`src/hw/aer_uncorr_defines.vh`:
```
// register offsets, field masks and reset values of the uncorrectable mask/severity pair
`ifndef AER_UNCORR_DEFINES_VH
`define AER_UNCORR_DEFINES_VH
`define MASK_REG_OFFSET 12'h108
`define SEVR_REG_OFFSET 12'h10C
`define MASK_RESET_VALUE 32'h0000_0000
`define SEVR_RESET_VALUE 32'h0006_2031
`define ERR_WRITABLE_BITS 32'h001F_F010
`define SEVR_FIXED_ONES 32'h0000_0021
`define ERR_BIT_UR 20
`define ERR_BIT_ECRC 19
`define ERR_BIT_MAL 18
`define ERR_BIT_RXOVF 17
`define ERR_BIT_UNXP 16
`define ERR_BIT_CABT 15
`define ERR_BIT_CTO 14
`define ERR_BIT_FC 13
`define ERR_BIT_PSN 12
`define ERR_BIT_SD 5
`define ERR_BIT_DLL 4
`define ERR_BIT_ACS 21
`endif

```
`src/hw/aer_uncorrectable_mask_severity.v`:
```
// uncorrectable error mask and severity registers with event gating
`timescale 1ns/1ps
`include "aer_uncorr_defines.vh"

// Contract
// - bits 31:22 read zero in both
// - mask bit 21 reads zero
// - mask bits 20,19,18 read/write
// - mask bits 17 down to 12 read/write
// - mask bit 4 read/write
// - mask bits reset zero; one masks
// - masked error sets nothing, reports nothing
// - mask bits 11:6 read zero
// - mask bit 5 reads zero
// - mask bits 3:0 read zero
// - link, global or power-on reset clears
// - severity one fatal, zero nonfatal
// - severity register at offset 10Ch
// - severity resets to 0006 2031h
// - severity bits 20:12 and 4 writable
// - severity bit 21 reads zero
// - severity bits 11:6 read zero
// - severity bit 5 reads one
// - severity bits 3:1 read zero
// - severity bit 0 reads one
// - mask register at 108h, resets zero
module aer_uncorrectable_mask_severity
(
	input wire mclk_i,
	input wire reset_n_i,
	input wire link_reset_i,
	input wire global_reset_pin_n_i,
	input wire cfg_wr_i,
	input wire cfg_rd_i,
	input wire [11:0] cfg_addr_i,
	input wire [31:0] cfg_wdata_i,
	input wire [3:0] cfg_be_i,
	output reg [31:0] cfg_rdata_o,
	output reg cfg_rvalid_o,
	input wire [31:0] err_event_i,
	output reg [31:0] err_logged_o,
	output reg err_fatal_msg_o,
	output reg err_nonfatal_msg_o,
	output wire [31:0] err_hide_o,
	output wire [31:0] err_fatal_sel_o
);

	// ==========================================================
	// global reset pin synchroniser and soft clear
	reg [2:0] global_reset_pin_sync_reg;
	reg global_reset_pin_state_reg;
	wire soft_clear;

	always @(posedge mclk_i or negedge reset_n_i)
	begin
		if (!reset_n_i)
		begin
			global_reset_pin_sync_reg <= 3'h7;
			global_reset_pin_state_reg <= 1'b1;
		end
		else
		begin
			global_reset_pin_sync_reg <= {global_reset_pin_sync_reg[1:0], global_reset_pin_n_i};
			if (global_reset_pin_sync_reg[2] == global_reset_pin_sync_reg[1])
				global_reset_pin_state_reg <= global_reset_pin_sync_reg[1];
		end
	end

	assign soft_clear = link_reset_i | ~global_reset_pin_state_reg;

	// ==========================================================
	// byte-enable merge of writable bits
	function [31:0] merge_write;
		input [31:0] old_val;
		input [31:0] wdata;
		input [3:0] be;
		reg [31:0] lane;
		begin
			lane = {{8{be[3]}}, {8{be[2]}}, {8{be[1]}}, {8{be[0]}}};
			merge_write = ((old_val & ~(lane & `ERR_WRITABLE_BITS)) |
				(wdata & lane & `ERR_WRITABLE_BITS)) & `ERR_WRITABLE_BITS;
		end
	endfunction

	// ==========================================================
	// register address decode
	function addr_match;
		input [11:0] addr;
		input [11:0] offset;
		begin
			addr_match = (addr[11:2] == offset[11:2]);
		end
	endfunction

	// ==========================================================
	// mask and severity storage
	reg [31:0] mask_reg;
	reg [31:0] mask_next;
	reg [31:0] sevr_reg;
	reg [31:0] sevr_next;
	wire mask_hit;
	wire sevr_hit;
	wire mask_read;
	wire sevr_read;

	assign mask_hit = addr_match(cfg_addr_i, `MASK_REG_OFFSET);
	assign sevr_hit = addr_match(cfg_addr_i, `SEVR_REG_OFFSET);
	assign mask_read = cfg_rd_i & mask_hit;
	assign sevr_read = cfg_rd_i & sevr_hit;

	always @*
	begin
		mask_next = mask_reg;
		sevr_next = sevr_reg;
		if (cfg_wr_i && mask_hit)
			mask_next = merge_write(mask_reg, cfg_wdata_i, cfg_be_i);
		if (cfg_wr_i && sevr_hit)
			sevr_next = merge_write(sevr_reg, cfg_wdata_i, cfg_be_i);
		if (soft_clear)
		begin
			mask_next = `MASK_RESET_VALUE;
			sevr_next = `SEVR_RESET_VALUE & `ERR_WRITABLE_BITS;
		end
	end

	always @(posedge mclk_i or negedge reset_n_i)
	begin
		if (!reset_n_i)
		begin
			mask_reg <= `MASK_RESET_VALUE;
			sevr_reg <= `SEVR_RESET_VALUE & `ERR_WRITABLE_BITS;
		end
		else
		begin
			mask_reg <= mask_next;
			sevr_reg <= sevr_next;
		end
	end

	// ==========================================================
	// named mask fields
	wire unsupported_request_hide;
	wire end_to_end_crc_hide;
	wire malformed_packet_hide;
	wire receiver_overflow_hide;
	wire unexpected_completion_hide;
	wire completer_abort_hide;
	wire completion_timeout_hide;
	wire flow_control_fault_hide;
	wire poisoned_packet_hide;
	wire link_protocol_fault_hide;
	reg [31:0] hide_word;

	assign unsupported_request_hide = mask_reg[`ERR_BIT_UR];
	assign end_to_end_crc_hide = mask_reg[`ERR_BIT_ECRC];
	assign malformed_packet_hide = mask_reg[`ERR_BIT_MAL];
	assign receiver_overflow_hide = mask_reg[`ERR_BIT_RXOVF];
	assign unexpected_completion_hide = mask_reg[`ERR_BIT_UNXP];
	assign completer_abort_hide = mask_reg[`ERR_BIT_CABT];
	assign completion_timeout_hide = mask_reg[`ERR_BIT_CTO];
	assign flow_control_fault_hide = mask_reg[`ERR_BIT_FC];
	assign poisoned_packet_hide = mask_reg[`ERR_BIT_PSN];
	assign link_protocol_fault_hide = mask_reg[`ERR_BIT_DLL];

	// fixed mask bits 31:22, 21, 11:6, 5 and 3:0 stay zero
	always @*
	begin
		hide_word = 32'h0000_0000;
		hide_word[`ERR_BIT_UR] = unsupported_request_hide;
		hide_word[`ERR_BIT_ECRC] = end_to_end_crc_hide;
		hide_word[`ERR_BIT_MAL] = malformed_packet_hide;
		hide_word[`ERR_BIT_RXOVF] = receiver_overflow_hide;
		hide_word[`ERR_BIT_UNXP] = unexpected_completion_hide;
		hide_word[`ERR_BIT_CABT] = completer_abort_hide;
		hide_word[`ERR_BIT_CTO] = completion_timeout_hide;
		hide_word[`ERR_BIT_FC] = flow_control_fault_hide;
		hide_word[`ERR_BIT_PSN] = poisoned_packet_hide;
		hide_word[`ERR_BIT_DLL] = link_protocol_fault_hide;
	end

	assign err_hide_o = hide_word;

	// ==========================================================
	// named severity fields
	wire unsupported_request_fatal;
	wire end_to_end_crc_fatal;
	wire malformed_packet_fatal;
	wire receiver_overflow_fatal;
	wire unexpected_completion_fatal;
	wire completer_abort_fatal;
	wire completion_timeout_fatal;
	wire flow_control_fault_fatal;
	wire poisoned_packet_fatal;
	wire link_protocol_fault_fatal;
	reg [31:0] fatal_word;

	assign unsupported_request_fatal = sevr_reg[`ERR_BIT_UR];
	assign end_to_end_crc_fatal = sevr_reg[`ERR_BIT_ECRC];
	assign malformed_packet_fatal = sevr_reg[`ERR_BIT_MAL];
	assign receiver_overflow_fatal = sevr_reg[`ERR_BIT_RXOVF];
	assign unexpected_completion_fatal = sevr_reg[`ERR_BIT_UNXP];
	assign completer_abort_fatal = sevr_reg[`ERR_BIT_CABT];
	assign completion_timeout_fatal = sevr_reg[`ERR_BIT_CTO];
	assign flow_control_fault_fatal = sevr_reg[`ERR_BIT_FC];
	assign poisoned_packet_fatal = sevr_reg[`ERR_BIT_PSN];
	assign link_protocol_fault_fatal = sevr_reg[`ERR_BIT_DLL];

	// fixed severity bits: 5 and 0 one, the rest zero
	always @*
	begin
		fatal_word = `SEVR_FIXED_ONES;
		fatal_word[`ERR_BIT_UR] = unsupported_request_fatal;
		fatal_word[`ERR_BIT_ECRC] = end_to_end_crc_fatal;
		fatal_word[`ERR_BIT_MAL] = malformed_packet_fatal;
		fatal_word[`ERR_BIT_RXOVF] = receiver_overflow_fatal;
		fatal_word[`ERR_BIT_UNXP] = unexpected_completion_fatal;
		fatal_word[`ERR_BIT_CABT] = completer_abort_fatal;
		fatal_word[`ERR_BIT_CTO] = completion_timeout_fatal;
		fatal_word[`ERR_BIT_FC] = flow_control_fault_fatal;
		fatal_word[`ERR_BIT_PSN] = poisoned_packet_fatal;
		fatal_word[`ERR_BIT_DLL] = link_protocol_fault_fatal;
	end

	assign err_fatal_sel_o = fatal_word;

	// ==========================================================
	// read port
	reg [31:0] read_word;

	always @*
	begin
		read_word = 32'h0000_0000;
		case ({sevr_read, mask_read})
			2'h1: read_word = err_hide_o;
			2'h2: read_word = err_fatal_sel_o;
			default: read_word = 32'h0000_0000;
		endcase
	end

	always @(posedge mclk_i or negedge reset_n_i)
	begin
		if (!reset_n_i)
		begin
			cfg_rdata_o <= 32'h0000_0000;
			cfg_rvalid_o <= 1'b0;
		end
		else
		begin
			cfg_rvalid_o <= cfg_rd_i;
			cfg_rdata_o <= read_word;
		end
	end

	// ==========================================================
	// event gating and message class
	reg [31:0] live_err;
	reg [31:0] fatal_hits;
	wire [31:0] nonfatal_hits;

	// only supported, unmasked events go on
	always @*
	begin
		live_err = 32'h0000_0000;
		live_err[`ERR_BIT_UR] = err_event_i[`ERR_BIT_UR] & ~unsupported_request_hide;
		live_err[`ERR_BIT_ECRC] = err_event_i[`ERR_BIT_ECRC] & ~end_to_end_crc_hide;
		live_err[`ERR_BIT_MAL] = err_event_i[`ERR_BIT_MAL] & ~malformed_packet_hide;
		live_err[`ERR_BIT_RXOVF] = err_event_i[`ERR_BIT_RXOVF] & ~receiver_overflow_hide;
		live_err[`ERR_BIT_UNXP] = err_event_i[`ERR_BIT_UNXP] & ~unexpected_completion_hide;
		live_err[`ERR_BIT_CABT] = err_event_i[`ERR_BIT_CABT] & ~completer_abort_hide;
		live_err[`ERR_BIT_CTO] = err_event_i[`ERR_BIT_CTO] & ~completion_timeout_hide;
		live_err[`ERR_BIT_FC] = err_event_i[`ERR_BIT_FC] & ~flow_control_fault_hide;
		live_err[`ERR_BIT_PSN] = err_event_i[`ERR_BIT_PSN] & ~poisoned_packet_hide;
		live_err[`ERR_BIT_DLL] = err_event_i[`ERR_BIT_DLL] & ~link_protocol_fault_hide;
	end

	always @*
	begin
		fatal_hits = 32'h0000_0000;
		fatal_hits[`ERR_BIT_UR] = live_err[`ERR_BIT_UR] & unsupported_request_fatal;
		fatal_hits[`ERR_BIT_ECRC] = live_err[`ERR_BIT_ECRC] & end_to_end_crc_fatal;
		fatal_hits[`ERR_BIT_MAL] = live_err[`ERR_BIT_MAL] & malformed_packet_fatal;
		fatal_hits[`ERR_BIT_RXOVF] = live_err[`ERR_BIT_RXOVF] & receiver_overflow_fatal;
		fatal_hits[`ERR_BIT_UNXP] = live_err[`ERR_BIT_UNXP] & unexpected_completion_fatal;
		fatal_hits[`ERR_BIT_CABT] = live_err[`ERR_BIT_CABT] & completer_abort_fatal;
		fatal_hits[`ERR_BIT_CTO] = live_err[`ERR_BIT_CTO] & completion_timeout_fatal;
		fatal_hits[`ERR_BIT_FC] = live_err[`ERR_BIT_FC] & flow_control_fault_fatal;
		fatal_hits[`ERR_BIT_PSN] = live_err[`ERR_BIT_PSN] & poisoned_packet_fatal;
		fatal_hits[`ERR_BIT_DLL] = live_err[`ERR_BIT_DLL] & link_protocol_fault_fatal;
	end

	assign nonfatal_hits = live_err & ~fatal_hits;

	always @(posedge mclk_i or negedge reset_n_i)
	begin
		if (!reset_n_i)
		begin
			err_logged_o <= 32'h0000_0000;
			err_fatal_msg_o <= 1'b0;
			err_nonfatal_msg_o <= 1'b0;
		end
		else
		begin
			err_logged_o <= live_err;
			err_fatal_msg_o <= |fatal_hits;
			err_nonfatal_msg_o <= |nonfatal_hits;
		end
	end

endmodule // aer_uncorrectable_mask_severity

```
`config.mk`:
```
export PLATFORM = sky130hd
export DESIGN_NAME = aer_uncorrectable_mask_severity
export DESIGN_NICKNAME = d
export VERILOG_FILES = /design/src/hw/aer_uncorrectable_mask_severity.v
export VERILOG_INCLUDE_DIRS = /design/src /design/src/hw
export SDC_FILE = /design/constraint.sdc
export NUM_CORES = 1
export LEC_CHECK = 0
export BUFFER_PORTS_ARGS = -buffer_cell sky130_fd_sc_hd__buf_2
export CORE_MARGIN = 2
export CORE_UTILIZATION = 43
export CTS_CLUSTER_DIAMETER = 200
export DETAILED_ROUTE_END_ITERATION = 10
export GPL_TIMING_DRIVEN = 0
export PLACE_DENSITY = 0.86
export SETUP_SLACK_MARGIN = 0.02
export SLEW_MARGIN = 15
export SYNTH_ARGS = -nofsm -noshare
export SYNTH_HDL_FRONTEND = slang
export SYNTH_SLANG_ARGS = --single-unit
```
`constraint.sdc`:
```
create_clock -name mclk_i -period 3.39 [get_ports mclk_i]
set_clock_uncertainty 0.05 [all_clocks]
set_input_delay 1.017 -clock mclk_i [delete_from_list [all_inputs] [get_ports mclk_i]]
set_output_delay 1.017 -clock mclk_i [all_outputs]
set_load 0.1 [all_outputs]
```
=== Word level (Yosys, flattened, before mapping) ===
Index checks and enable logic that the tools add are counted.

* Input bits: 86
* Output and inout bits: 131
* Register bits after elaboration: 91
* Word-level logic and storage cells: 67

* Muxes and demuxes: 5
* Equality and inequality tests: 5
* Bitwise logic cells: 42
* Reduce and logical (&&, ||, !) cells: 6

{| class="wikitable"
|+ Operators with widths
! kind !! number
|-
| 2-to-1 mux 21 bit || 4
|-
| AND 21 bit || 3
|-
| OR 21 bit || 2
|-
| case mux 21 bit (2 select lines) || 1
|-
| AND 21 x 32 -> 32 bit || 1
|-
| NOT 21 -> 32 bit || 1
|-
| OR reduction 32 bit || 1
|-
| AND 1 bit || 22
|-
| NOT 21 bit || 1
|-
| == test 10 x 7 -> 1 bit, second input constant || 2
|-
| NOT 1 bit || 11
|-
| OR reduction 10 bit || 1
|-
| nonzero test 2 bit || 2
|-
| == test 2 x 1 -> 1 bit, second input constant || 1
|-
| == test 2 bit, second input constant || 1
|-
| logical AND 1 bit || 2
|-
| == test 1 bit || 1
|-
| OR 1 bit || 1
|}

=== Depth between registers and ports, before layout ===
* Depth in word-level cells: 6
* Mapped depth: 7
* Mapped depth without buffers: 6

=== Worst setup path after synthesis ===
No wires, ideal clock.

* Kind: input -> register
* From: in cfg_addr_i[7]
* To: reg cfg_rdata_o[12]
* Buffers on the path: 1
* Data required time: 3.208 ns
* Slack: 0.722 ns
* Arrival time: 2.486 ns
* Cell stages on the path: 6
* Setup time: 0.132 ns
* Path through: nor4b_4 > nand4_1 > or2_2 > ha_1 > buf_1 > nor2_1

* Longest elaborated chain between the ends: 4
* Elaborated cells on any way between the ends: 7
* Those cells by class: eq/ne: 4; mux: 1; bitwise: 2

{| class="wikitable"
|+ Ends and longest elaborated chain
! item !! RTL line !! source
|-
| from (decl) || aer_uncorrectable_mask_severity.v:35 || <nowiki>input wire [11:0] cfg_addr_i,</nowiki>
|-
| == test 10 x 7 -> 1 bit || aer_uncorrectable_mask_severity.v:91 || <nowiki>addr_match = (addr[11:2] == offset[11:2]);</nowiki>
|-
| AND 1 bit (on tied branches) || aer_uncorrectable_mask_severity.v:108, aer_uncorrectable_mask_severity.v:109 ||
|-
| == test 2 bit / == test 2 x 1 -> 1 bit (equally long branches) || aer_uncorrectable_mask_severity.v:233 || <nowiki>case ({sevr_read, mask_read})</nowiki>
|-
| case mux 21 bit (2 select lines) (*) || aer_uncorrectable_mask_severity.v:233 ||
|-
| via read_word[12] || aer_uncorrectable_mask_severity.v:228 || <nowiki>reg [31:0] read_word;</nowiki>
|-
| to (signal assigned) || aer_uncorrectable_mask_severity.v:250 || <nowiki>cfg_rdata_o <= read_word;</nowiki>
|-
| to (decl) || aer_uncorrectable_mask_severity.v:38 || <nowiki>output reg [31:0] cfg_rdata_o,</nowiki>
|}

Mark *: on every way through the listed nets, which the timed path passes. The rest lies on a longest branch.
A chain may end at the register's enable or synchronous reset.

=== Worst setup path in the final report ===
* From: in cfg_addr_i[7]
* To: reg cfg_rdata_o[13]

Same word-level chain as after synthesis.

==> summary by stage <==
Layout
Leaving out fill and tap cells, the most frequent cell in the layout is buf_4. The register with the most flip-flops in the layout has 11 of them. Relative to the synthesized area, the layout overhead comes to 32.7%. The register containing the most flip-flops in the final layout is cfg_rdata_o. Leaving out fill and tap cells, the most frequent cells in the layout are 88 x buf_4, 87 x buf_2, 86 x conb_1, 40 x dfrtp_1, 26 x nand2_1. 0 antenna diodes ended up in the layout. The proportion of layout cells with a drive suffix above 1 is 43.5%. The number of nets in the layout is 541.

Yosys
Summing every instance area after synthesis gives 2800 sq um. The mean cell area of the mapped netlist is 10.1 sq um. The total of warnings raised by yosys is 0. Summing the sequential cell areas from Yosys gives 43.3% of the chip area. The number of unique standard cell types used by synthesis is 29. After technology mapping, the gate count stands at 278. The post-synthesis sequential element count is 48.

Setup path
The critical setup path kind is input port to flip-flop. The cell count of the worst reg-to-reg path is 5. The reg-to-reg endpoint is sevr_reg[15]. Setup slack on the worst reg-to-reg path comes out at 1820 ps. The startpoint identified for the worst register-to-register timing path is global_reset_pin_state_reg. In this run the worst path has a maximum fanout of 10. The arrival time reported for the critical path endpoint is 2910 ps. The endpoint required time on the critical path is 3510 ps. STA classifies the critical path startpoint as an input port. The worst setup path is captured at a flip-flop.

The origin of the worst setup path is cfg_addr_i[7].

Die
After floorplanning, the core was sized to cover 6310 sq um. The number of ports placed on the die boundary is 217. The floorplan step defined a die boundary enclosing 7160 sq um. The starting density of the core is 44.3%. Measured along the x axis, the die boundary spans 84.6 um. In this run the vertical extent of the chip is 84.6 um.

The floorplan row count is 29.

Power
The internal power is 0.000832 W. Net switching is 46.5% of the power. For this design the ratio of total power to cell area is 419 nW/um^2. The design draws 0.00155 W. Sequential cells account for 37.8% of the total power. For this design the static power due to leakage is 2.09 nW. IR analysis of the VDD net gives a maximum drop of 0.293 mV. The clock group share of total power is 21.5%.

Of the total power, combinational logic draws 40.6%. The switching power is 0.000722 W.

Outcome
The run finished with clean final reports.

Route
The remaining number of nets flagged by the antenna check after routing is 0. Dividing the detail-routed via count by the number of cells gives 4.25. In this run, the number of DRC markers left after iteration 0 of detailed routing was 119. The routed length per placed instance is 11.6 um. After detailed routing, the total wire length is 6140 um. The routed layout has 2251 vias. The first-pass iteration count of the detailed router is 4. The number of design rule violations left after detail routing is 0.

Global routing
The global-route wire length before repair is 9740 um. Entering global routing, the biggest net connects 49 pins. The initial antenna violation count is 0. The via count of the first global-routing pass came to 2164. For this run the aggregate overflow at the end of global routing stands at 0.

The total routing usage reported by global routing is 16.8%.

Timing
The actual transition at the worst max-transition pin is 1040 ps. The time the final worst path needs with I/O delays and setup is 2790 ps. The worst path setup slack after routing is 600 ps. The maximum operating frequency is 358 MHz.

The headroom to the max-slew limit is 30.6%. The number of endpoints failing setup at the final stage is 0. The number of max-slew violations in the final report came to 0. Final hold analysis gives a worst-case slack of 314 ps. Setup repair after global routing left no endpoint under its margin. The number of hold-slack violations in the final timing report was 0. In the final timing run, aggregate negative setup slack is 0 ps. The final worst-path cycle share is 82.3%.

Clock network
The maximum clock insertion buffer count is 2. The clock latency on the worst-skew pair is 310 ps. The clock net in this run drives a total of 48 sinks. The count of hold-fix buffers inserted at cts is 0. In this run, CTS created clock tree buffers numbering 5.

TritonCTS built the clock tree. The clock root buffer is clkbuf_8. The clock input transition at the sequential cells of the worst setup and hold paths is 90 ps. The post-cts sizing count is 0. The H-tree was split into 2 levels.

The setup fix buffers added after clock tree synthesis is 0.

Worst hold path
Counting instances, the worst hold path has a depth of 0. The worst hold path begins at global_reset_pin_sync_reg[0]. The min-delay analysis places its worst path in the category flip-flop to flip-flop.

The sink of the worst hold path is global_reset_pin_sync_reg[1].

Place
The half-perimeter wire length after placement is 5040 um. Routability-driven placement finished with a final weighted congestion of 0.775. OpenSTA, run right after detailed placement, puts the worst setup slack at 308 ps.

Input and output buffers added on the ports amount to 83.

Run
The max capacitance violation total is 0.
[cell families after synthesis]
logic type,count (synthesis),synth area share (%)
mux,20,7.16
simple gates,85,16.9
compound gates,17,4.70
buf+inv,102,26.0
other cells,2,0.269
flops,48,43.3
fa+ha+maj,4,1.70
[through the flow]
step                      instances  area, sq um  util (%)
after floorplan                 362         3110         -
after global placement          522         3620      57.4
after detailed placement        522         3620      57.4
after CTS                       530         3710      58.8
after global routing            530         3710      58.8
final                           530         3710      58.8
[critical path, cell delays in order]
cell and delay [ps]:
buf_2 110, nor4b_4 460, nand4_1 250, or2_2 330, ha_1 270, buf_1 350
nor2_1 120
[how the worst max path moves through the flow]
| stage | to | slack, ps | cells after the start |
|---|---|---|---|
| 2_1_floorplan | cfg_rdata_o[12] | 720 | 6 |
| 3_3_place_gp | cfg_rdata_o[13] | 390 | 7 |
| 3_5_place_dp | cfg_rdata_o[4] | 310 | 7 |
| 4_1_cts | cfg_rdata_o[4] | 630 | 7 |
| 5_1_grt | cfg_rdata_o[15] | 470 | 8 |
| 6_report | cfg_rdata_o[13] | 600 | 7 |
[cell usage after synthesis (all sizes together)]
cell type | count | share of area [%]
nand3 | 1 | 0.18
conb | 2 | 0.27
nand2b | 2 | 0.45
nor2b | 11 | 2.5
dfrtp | 40 | 36
nor3b | 7 | 2.1
a22oi | 14 | 3.8
or2 | 1 | 0.22
and4 | 4 | 1.3
a2111oi | 3 | 0.94
inv | 5 | 0.67
dfstp | 8 | 7.5
buf | 95 | 25
mux2i | 20 | 7.2
and3b | 3 | 0.94
clkbuf | 2 | 0.27
nor2 | 21 | 2.8
nor4b | 2 | 1.2
nand4 | 6 | 1.3
ha | 3 | 1.3
maj3 | 1 | 0.36
nand2 | 26 | 3.5
and4bb | 1 | 0.45
[layer usage]
metal	global-route usage, %	part of all wire [%]
met5	0	0
met4	6.20	2.1
met3	4.62	10
met2	32.2	52
met1	17.3	36
[power groups by stage]
| stage | clock (W) | combinational, W | sequential [W] |
|---|---|---|---|
| CTS | 0.000342 | 0.000627 | 0.000588 |
| global placement | 0 | 0.000623 | 0.000598 |
| detailed placement | 0 | 0.000627 | 0.000599 |
| global route | 0.000358 | 0.000651 | 0.000589 |
| finish | 0.000334 | 0.000631 | 0.000588 |
| floorplan | 0 | 0.000519 | 0.000652 |
[layout make-up]
type	instances	area [sq um]
Timing Repair Buffer	83	415
Inverter	5	18.8
Fill cell	502	2600
Buffer	97	707
Tap cell	77	96.3
Clock buffer	5	68.8
Sequential cell	48	1210
Multi-Input combinational cell	212	1170
Clock inverter	3	18.8
Power figures use the tool's default switching activity.
